[config.mk]
export PLATFORM = sky130hd
export DESIGN_NAME = ilo_core
export DESIGN_NICKNAME = d
export VERILOG_FILES = /design/src/rtl/ilo_pkg.sv /design/src/rtl/ilo_alu_if.sv /design/src/rtl/ilo_alu.sv /design/src/rtl/ilo_core.sv
export SDC_FILE = /design/constraint.sdc
export NUM_CORES = 1
export LEC_CHECK = 0
export ABC_AREA = 1
export BUFFER_PORTS_ARGS = -buffer_cell sky130_fd_sc_hd__buf_2
export CAP_MARGIN = 20
export CORE_MARGIN = 3
export CORE_UTILIZATION = 55
export DETAILED_ROUTE_END_ITERATION = 10
export GPL_ROUTABILITY_DRIVEN = 0
export PLACE_DENSITY = 0.88
export SYNTH_ARGS = -nofsm -noshare
export SYNTH_HDL_FRONTEND = slang
export SYNTH_SLANG_ARGS = --single-unit
export TNS_END_PERCENT = 5
[constraint.sdc]
create_clock -name CLK -period 3.8 [get_ports CLK]
set_input_delay 0.57 -clock CLK [delete_from_list [all_inputs] [get_ports CLK]]
set_output_delay 0.57 -clock CLK [all_outputs]
set_load 0.05 [all_outputs]
[src/rtl/ilo_pkg.sv]
// Constants, types and address helper for the indexed literal offset decoder
// Contract
// RULE_01: Enabled extension remaps small access operands to pointer offsets
// RULE_02: Indexed add sums accumulator and byte at pointer+k
// RULE_03: Indexed add opcode is 0010 01d0 kkkk kkkk
// RULE_04: Destination bit 0 writes accumulator, 1 writes memory
// RULE_05: Indexed add updates all five status flags
// RULE_06: Bit-set sets bit b, flags untouched
// RULE_07: Set-all writes FFh, flags untouched
// RULE_08: One word, four phases: decode, read, process, write
// RULE_09: Extension enable resets to zero; software must set it
// RULE_10: Disabled extension uses literal access or banked addresses
// RULE_11: Remap only when enabled, access bit 0, operand <=5Fh
// RULE_12: Effective address is pointer plus offset, pointer unchanged
package ilo_pkg;
   // Register byte offsets
   localparam logic [7:0]  OFF_CTRL     = 8'h00;
   localparam logic [7:0]  OFF_BASE     = 8'h04;
   localparam logic [7:0]  OFF_BANK     = 8'h08;
   localparam logic [7:0]  OFF_ACC      = 8'h0C;
   localparam logic [7:0]  OFF_STATUS   = 8'h10;
   localparam logic [7:0]  OFF_INSTR    = 8'h14;
   // Field positions
   localparam int          CTRL_EXT_EN  = 0;
   localparam int          FLAG_C       = 0;
   localparam int          FLAG_DIGIT   = 1;
   localparam int          FLAG_Z       = 2;
   localparam int          FLAG_OVER    = 3;
   localparam int          FLAG_N       = 4;
   localparam int          STAT_BUSY    = 8;
   localparam int          STAT_ILLEGAL = 9;
   // Reset values
   localparam logic        RST_EXT_EN   = 1'b0;
   localparam logic [11:0] RST_BASE     = 12'h000;
   localparam logic [3:0]  RST_BANK     = 4'h0;
   localparam logic [7:0]  RST_ACC      = 8'h00;
   localparam logic [4:0]  RST_FLAGS    = 5'h00;
   localparam logic [15:0] RST_INSTR    = 16'h0000;
   // Addressing constants and set-all value
   localparam logic [7:0]  REMAP_MAX    = 8'h5F;
   localparam logic [3:0]  ACCESS_HI    = 4'hF;
   localparam logic [3:0]  ACCESS_LO    = 4'h0;
   localparam logic [7:0]  SET_ALL      = 8'hFF;
   // Opcode patterns (upper byte prefixes)
   localparam logic [5:0]  OPC_ADD      = 6'h09;
   localparam logic [3:0]  OPC_BIT_SET  = 4'h8;
   localparam logic [6:0]  OPC_SET_ALL  = 7'h34;

   // Phase of one instruction cycle
   typedef enum logic [2:0] {Q_IDLE, Q_DECODE, Q_READ, Q_PROCESS, Q_WRITE} ilo_phase_t;
   // Decoded operation
   typedef enum logic [1:0] {OP_NONE, OP_ADD, OP_BIT_SET, OP_SET_ALL} ilo_op_t;

   // Effective data address from mode, access bit, operand, pointer and bank
   function automatic logic [11:0] ilo_eff_addr(input logic ext_en, input logic acc_bit,
                                                input logic [7:0] f, input logic [11:0] base,
                                                input logic [3:0] bank);
      logic [11:0] addr;
      addr = {bank, f};
      if (!acc_bit)
      begin
         // RULE_01 pointer plus offset
         if (ext_en && f <= REMAP_MAX)
            addr = 12'(base + {4'h0, f});
         else if (f <= REMAP_MAX)
            addr = {ACCESS_LO, f};
         else
            addr = {ACCESS_HI, f};
      end
      return addr;
   endfunction : ilo_eff_addr
endpackage : ilo_pkg

[src/rtl/ilo_alu_if.sv]
// Carrier between the sequencer and the data processing unit
`timescale 1ns/1ps
`default_nettype none
interface ilo_alu_if;
   import ilo_pkg::*;
   ilo_op_t    op;        // Operation to perform
   logic [7:0] acc;       // Accumulator value
   logic [7:0] operand;   // Byte read from memory
   logic [2:0] bit_sel;   // Bit number for bit-set
   logic [7:0] result;    // Processed byte
   logic [4:0] flags;     // Flags produced by add

   modport core (output op, acc, operand, bit_sel, input result, flags);
   modport alu  (input op, acc, operand, bit_sel, output result, flags);
endinterface : ilo_alu_if
`default_nettype wire

[src/rtl/ilo_alu.sv]
// Data processing unit: add with flags, bit-set, set-all
`timescale 1ns/1ps
`default_nettype none
module ilo_alu
(
   ilo_alu_if.alu port
);
   import ilo_pkg::*;

   wire [8:0] sum    = {1'b0, port.acc} + {1'b0, port.operand};  // Full sum with carry
   wire [4:0] nib    = {1'b0, port.acc[3:0]} + {1'b0, port.operand[3:0]};  // Low nibble
   wire [7:0] bitmsk = 8'h01 << port.bit_sel;                     // One-hot bit mask

   // Result and flags per operation
   always_comb
   begin
      port.result = port.operand;
      port.flags  = RST_FLAGS;
      case (port.op)
         // RULE_02 accumulator plus byte
         OP_ADD:
         begin
            port.result = sum[7:0];
            // RULE_05 all five flags
            port.flags[FLAG_C]  = sum[8];
            port.flags[FLAG_DIGIT] = nib[4];
            port.flags[FLAG_Z]  = (sum[7:0] == 8'h00);
            port.flags[FLAG_OVER] = (port.acc[7] == port.operand[7]) && (sum[7] != port.acc[7]);
            port.flags[FLAG_N]  = sum[7];
         end
         // RULE_06 set one bit
         OP_BIT_SET: port.result = port.operand | bitmsk;
         // RULE_07 all ones
         OP_SET_ALL: port.result = SET_ALL;
         default: port.result = port.operand;
      endcase
   end
endmodule : ilo_alu
`default_nettype wire

[src/rtl/ilo_core.sv]
// Sequencer, APB registers and memory port of the indexed offset decoder
//
// Decided for this implementation: the register addresses and the APB interface to the registers.
`timescale 1ns/1ps
`default_nettype none
module ilo_core
(
   input  wire logic        CLK,
   input  wire logic        SYS_RST,
   input  wire logic        PSEL,
   input  wire logic        PENABLE,
   input  wire logic        PWRITE,
   input  wire logic [7:0]  PADDR,
   input  wire logic [31:0] PWDATA,
   output logic [31:0]      PRDATA,
   output logic             PREADY,
   output logic             PSLVERR,
   output logic [11:0]      MEM_ADDR,
   input  wire logic [7:0]  MEM_RDATA,
   output logic [7:0]       MEM_WDATA,
   output logic             MEM_WE
);
   import ilo_pkg::*;

   ////////////////////////////////////////////////////////////////////////////
   // State
   logic            ext_en;     // Extension enable
   logic [11:0]     base_ptr;   // Indexed base pointer
   logic [3:0]      bank_sel;   // Bank select
   logic [7:0]      acc;        // Accumulator
   logic [4:0]      flags;      // Negative, overflow, zero, digit, carry
   logic            illegal;    // Last opcode not handled
   logic [15:0]     instr;      // Current opcode
   logic [7:0]      operand;    // Byte read in Q2
   logic [7:0]      result;     // Byte processed in Q3
   logic [4:0]      res_flags;  // Flags processed in Q3
   ilo_phase_t      phase;      // Instruction phase
   ilo_op_t         op;         // Decoded operation
   ilo_alu_if       alu_bus ();

   ////////////////////////////////////////////////////////////////////////////
   // Decode
   wire        busy     = (phase != Q_IDLE);
   wire [7:0]  hi       = instr[15:8];
   wire [7:0]  f_opd    = instr[7:0];
   wire        a_bit    = instr[8];
   wire        d_bit    = instr[9];
   // RULE_03 add pattern, d and a below
   wire        is_add   = (hi[7:2] == OPC_ADD);
   // RULE_06 bit-set pattern
   wire        is_bset  = (hi[7:4] == OPC_BIT_SET);
   // RULE_07 set-all pattern
   wire        is_fill  = (hi[7:1] == OPC_SET_ALL);
   wire        acc_dest = is_add && !d_bit;
   // RULE_01 remap via pointer; RULE_10 and RULE_11 otherwise literal
   wire [11:0] eff_addr = ilo_eff_addr(ext_en, a_bit, f_opd, base_ptr, bank_sel);

   // APB decode
   wire        acc_done = PSEL && PENABLE && PREADY;
   wire        wr       = acc_done && PWRITE;
   wire        hit      = (PADDR == OFF_CTRL) || (PADDR == OFF_BASE) || (PADDR == OFF_BANK)
                       || (PADDR == OFF_ACC) || (PADDR == OFF_STATUS) || (PADDR == OFF_INSTR);
   wire        start    = wr && (PADDR == OFF_INSTR);

   // Writes wait while an instruction runs so state stays coherent
   assign PREADY  = !(PWRITE && busy);
   assign PSLVERR = PSEL && PENABLE && !hit;

   // Read mux
   wire [31:0] rd_mux = (PADDR == OFF_CTRL)   ? {31'h0, ext_en} :
                        (PADDR == OFF_BASE)   ? {20'h0, base_ptr} :
                        (PADDR == OFF_BANK)   ? {28'h0, bank_sel} :
                        (PADDR == OFF_ACC)    ? {24'h0, acc} :
                        (PADDR == OFF_STATUS) ? {22'h0, illegal, busy, 3'h0, flags} :
                        (PADDR == OFF_INSTR)  ? {16'h0, instr} : 32'h0;

   ////////////////////////////////////////////////////////////////////////////
   // ALU hookup
   assign alu_bus.op      = op;
   assign alu_bus.acc     = acc;
   assign alu_bus.operand = operand;
   assign alu_bus.bit_sel = instr[11:9];
   ilo_alu u_alu (.port(alu_bus));

   ////////////////////////////////////////////////////////////////////////////
   // Phase sequencer
   ilo_phase_t next_phase;
   always_comb
   begin
      next_phase = phase;
      // RULE_08 four phases, one per clock
      case (phase)
         Q_IDLE:    next_phase = start ? Q_DECODE : Q_IDLE;
         Q_DECODE:  next_phase = Q_READ;
         Q_READ:    next_phase = Q_PROCESS;
         Q_PROCESS: next_phase = Q_WRITE;
         Q_WRITE:   next_phase = Q_IDLE;
         default:   next_phase = Q_IDLE;
      endcase
   end

   // Phase register
   always_ff @(posedge CLK)
   begin
      if (SYS_RST) phase <= Q_IDLE;
      else         phase <= next_phase;
   end

   // Software registers
   always_ff @(posedge CLK)
   begin
      if (SYS_RST)
      begin
         // RULE_09 extension off at reset
         ext_en   <= RST_EXT_EN;
         base_ptr <= RST_BASE;
         bank_sel <= RST_BANK;
         instr    <= RST_INSTR;
      end
      else if (wr)
      begin
         if (PADDR == OFF_CTRL)  ext_en   <= PWDATA[CTRL_EXT_EN];
         if (PADDR == OFF_BASE)  base_ptr <= PWDATA[11:0];
         if (PADDR == OFF_BANK)  bank_sel <= PWDATA[3:0];
         if (PADDR == OFF_INSTR) instr    <= PWDATA[15:0];
      end
   end

   // Read data captured in the setup cycle
   always_ff @(posedge CLK)
   begin
      if (SYS_RST)                  PRDATA <= 32'h0000_0000;
      else if (PSEL && !PENABLE)    PRDATA <= rd_mux;
   end

   // Q1 decode and address
   always_ff @(posedge CLK)
   begin
      if (SYS_RST)
      begin
         op       <= OP_NONE;
         illegal  <= 1'b0;
         MEM_ADDR <= 12'h000;
      end
      else if (phase == Q_DECODE)
      begin
         op       <= is_add ? OP_ADD : is_bset ? OP_BIT_SET : is_fill ? OP_SET_ALL : OP_NONE;
         illegal  <= !(is_add || is_bset || is_fill);
         // RULE_12 sum formed, pointer untouched
         MEM_ADDR <= eff_addr;
      end
   end

   // Q2 read, Q3 process
   always_ff @(posedge CLK)
   begin
      if (SYS_RST)
      begin
         operand   <= 8'h00;
         result    <= 8'h00;
         res_flags <= RST_FLAGS;
      end
      else
      begin
         if (phase == Q_READ)    operand   <= MEM_RDATA;
         if (phase == Q_PROCESS) result    <= alu_bus.result;
         if (phase == Q_PROCESS) res_flags <= alu_bus.flags;
      end
   end

   // Q4 write: accumulator or memory, flags only for add
   wire q3_end = (phase == Q_PROCESS) && (op != OP_NONE);
   always_ff @(posedge CLK)
   begin
      if (SYS_RST)
      begin
         acc       <= RST_ACC;
         flags     <= RST_FLAGS;
         MEM_WE    <= 1'b0;
         MEM_WDATA <= 8'h00;
      end
      else
      begin
         // RULE_04 destination select
         MEM_WE    <= q3_end && !(op == OP_ADD && !d_bit);
         MEM_WDATA <= q3_end ? alu_bus.result : MEM_WDATA;
         if (wr && PADDR == OFF_ACC) acc <= PWDATA[7:0];
         else if (q3_end && op == OP_ADD && !d_bit) acc <= alu_bus.result;
         // RULE_05 flags only from add
         if (q3_end && op == OP_ADD) flags <= alu_bus.flags;
      end
   end
endmodule : ilo_core
`default_nettype wire

==> impl_table.tex <==
\begin{tabular}{lr}
\hline
Metric & Value \\
\hline
\multicolumn{2}{l}{\textbf{Clocking}} \\
TritonCTS clock tree & yes \\
Buffer type at the clock tree root & clkbuf\_8 \\
Max Buffers Root-to-Sink & 2 \\
Resized cells post-CTS & 0 \\
Clock buffers created by TritonCTS & 9 \\
CTS sink count & 97 \\
Clock insertion delay at the later pin of the skew report & 0.38 ns \\
Buffers inserted during post-CTS setup optimization & 0 \\
H-tree depth & 3 \\
Clock transition time at the flip-flop clock pins of the worst setup and hold paths & 0.11 ns \\
Count of hold buffers inserted by post-cts repair & 0 \\
\multicolumn{2}{l}{\textbf{STA}} \\
Worst Tran Pin Value & 0.791 ns \\
Tcrit/Tclk final & 0.582 \\
Shortest clock period the worst path allows after layout & 2.21 ns \\
Worst-case headroom to the max-slew limit & 0.471 \\
Maximum clock frequency & 0.452 GHz \\
Total of endpoints with negative setup slack in the final report & 0 \\
Final Skew & 0.0179 ns \\
Fin. Hold Viols & 0 \\
Max Transition Viols Final & 0 \\
Setup WS post-layout & 1.59 ns \\
Setup TNS & 0 ns \\
Setup repair after global routing missed its margin & no \\
\multicolumn{2}{l}{\textbf{Synth}} \\
Most area-hungry cell type in the Yosys netlist & dfxtp\_1 \\
Synth area leaders & dfxtp\_1 36\%, nand2\_1 12\%, a21oi\_1 8.7\% \\
Post-Syn Area & 5350 um2 \\
Library cells used by synthesis & 40 \\
Number of flops mapped to enable cells by yosys & 0 \\
Share of flip-flops with an asynchronous set or reset after synthesis & 0 \\
Mean cell area of the mapped netlist & 6.86 um2 \\
Sequential fraction of the synthesis area & 0.363 \\
Number of warning messages in the yosys log & 0 \\
Area share of the largest cell type after synthesis & 0.363 \\
Synthesized flop and latch total & 97 \\
Post-synthesis instance total & 779 \\
Flip-flop cell with the highest count after synthesis & dfxtp\_1 \\
\multicolumn{2}{l}{\textbf{Routing}} \\
Average wire per cell in the routed design & 14.8 um \\
Via count & 5408 \\
Number of nets with antenna violations after detailed routing & 0 \\
Post-detailed-routing wire length & 14500 um \\
Initial DRC Count & 518 \\
Top layer reached by signal wires & met4 \\
Met1 routed wirelength after detailed routing & 6260 um \\
Number of detailed-route iterations in the first pass & 5 \\
Via density & 5.52 \\
Wire length on met3 & 1400 um \\
Post-route DRC & 0 \\
Detailed-routed wire length on met2 & 6270 um \\
\multicolumn{2}{l}{\textbf{Final layout}} \\
Multi-input logic area & 2870 um2 \\
Area taken by flip-flops and latches & 1940 um2 \\
Layout Nets & 917 \\
Signed area change from the synthesized netlist to the final layout & 11.0\% \\
Highest-count cells in the layout ignoring fill and taps & 168 x nand2\_1, 97 x dfxtp\_1, 93 x a21oi\_1, 90 x inv\_1, 75 x buf\_2 \\
Share of final-layout standard cells stronger than drive strength 1 & 0.148 \\
Final antenna diode count & 0 \\
Most common cell after layout, fill and taps aside & nand2\_1 \\
Fillcell total & 861 \\
Number of non-filler instances in the completed layout & 980 \\
\multicolumn{2}{l}{\textbf{Floorplanning}} \\
I/O Pins & 108 \\
Cell Rows & 35 \\
Initial Utilization & 0.573 \\
Die ar. & 10900 um2 \\
Vertical extent of the die & 105 um \\
Die width & 105 um \\
Area inside the core boundary & 9330 um2 \\
\multicolumn{2}{l}{\textbf{Power and ir drop}} \\
Leakage dissipation & 2.67 nW \\
Portion of total power attributed to the clock network & 0.363 \\
Switching pwr & 0.000495 W \\
Power per cell area & 301 nW/um2 \\
Combinational share of power & 0.068 \\
Fraction of power spent switching nets & 0.277 \\
Power share of the sequential group & 0.569 \\
Internal Dissipation & 0.00129 W \\
Largest voltage drop on the vdd net & 0.000184 V \\
\multicolumn{2}{l}{\textbf{Run}} \\
Number of max-cap violations & 0 \\
\multicolumn{2}{l}{\textbf{Place}} \\
Placed cell count & 964 \\
Detailed placement HPWL & 11200 um \\
Count of buffers from port buffering & 75 \\
Pre-CTS setup slack & 1.66 ns \\
\multicolumn{2}{l}{\textbf{Global route}} \\
GR Util All Layers & 0.264 \\
Pin count of the biggest net entering global routing & 60 \\
Number of antenna violations at the first check in global routing & 0 \\
Global route overflow & 0 \\
Via count of the first global-routing pass & 4956 \\
First-pass GRT wire length & 23600 um \\
\multicolumn{2}{l}{\textbf{Worst setup path}} \\
Data arrival time of the worst path & 2.50 ns \\
Endpoint required time on the critical path & 4.09 ns \\
Setup Crit Path Kind & flip-flop to flip-flop \\
Worst Setup Start Kind & flip-flop \\
Worst-path fanout max & 3 \\
Setup crit end kind & flip-flop \\
\multicolumn{2}{l}{\textbf{Worst hold path}} \\
Tightest Hold Check Type & primary input to flip-flop \\
\multicolumn{2}{l}{\textbf{Status}} \\
Run status & completed \\
\hline
\end{tabular}
cell type report:
type | count | share of cell area
inverters | 102 | 0.0647
clock buffers | 9 | 0.0209
well taps | 129 | 0.0272
flip-flops and latches | 97 | 0.327
repair buffers | 77 | 0.0658
multi-input cells | 559 | 0.483
clock inverters | 7 | 0.0108
synthesized netlist by cell type, types with 10 or more instances:
library cell / instances
a21oi_1: 93
nand2_1: 168
nor2_1: 58
clkbuf_1: 10
ha_1: 16
inv_2: 10
nand3_1: 54
inv_1: 91
o21ai_0: 57
o211ai_1: 15
buf_4: 17
dfxtp_1: 97
o21ai_1: 16
worst max-delay path: stages, from the launching register on:
cell and delay (ns):
dfxtp_1 0.41, ha_1 0.19, inv_1 0.05, fa_1 0.40, nand3b_1 0.23, nand3b_1 0.12, nand2_1 0.10, a21boi_0 0.35
nand2_1 0.13, a31oi_1 0.15
kinds of logic after synthesis:
| group | after synthesis | synth area share |
|---|---|---|
| and+or+nand+nor | 324 | 0.277 |
| AOI/OAI and AO/OA | 198 | 0.199 |
| buffers and inverters | 138 | 0.111 |
| DFF | 97 | 0.363 |
| adders and majority gates | 18 | 0.0449 |
| xor gates and xnor gates | 3 | 0.00492 |
| other | 1 | 0.000701 |
sequential cells by signal, indices dropped and copies added, names as in the netlist:
name and count:
phase 3, PRDATA 16, bank_sel 4, alu_bus.operand 8, instr 16, alu_bus.op 2
MEM_ADDR 12, illegal 1, MEM_WDATA 8, acc 8, MEM_WE 1, base_ptr 12
ext_en 1, flags 5
final timing paths:
check,startpoint,to,slack (ns),depth (start not counted)
hold / removal,MEM_RDATA[1],alu_bus.operand[1],0.46,3
hold reg to reg,PRDATA[13],PRDATA[13],0.47,2
setup reg to reg,acc[0],acc[4],1.59,9
setup / recovery,acc[0],acc[4],1.59,9
per-stage QoR:
stage | hold WS [ns] | util | total power (W) | area (um2)
after floorplan | 0.439 | - | 0.00114 | 5400
after global placement | 0.450 | 0.616 | 0.00116 | 5750
after detailed placement | 0.453 | 0.616 | 0.00116 | 5750
after CTS | 0.461 | 0.636 | 0.00179 | 5930
after global routing | 0.482 | 0.636 | 0.00185 | 5930
final | 0.456 | 0.636 | 0.00179 | 5930
power by group through the flow:
stage | combinational (W) | sequential, W | clock [W]
after floorplan | 0.0000942 | 0.00104 | 0
after global placement | 0.000118 | 0.00104 | 0
after detailed placement | 0.000119 | 0.00104 | 0
after CTS | 0.000120 | 0.00102 | 0.000649
after global routing | 0.000131 | 0.00102 | 0.000697
final | 0.000121 | 0.00102 | 0.000650
per-layer routing:
layer / vias up / GRT usage
met5: - / 0
met4: 0 / 0.124
met3: 54 / 0.0544
met2: 267 / 0.395
met1: 2405 / 0.365
li1: 2682 / -
No activity file was read; power rests on OpenSTA's default activity.
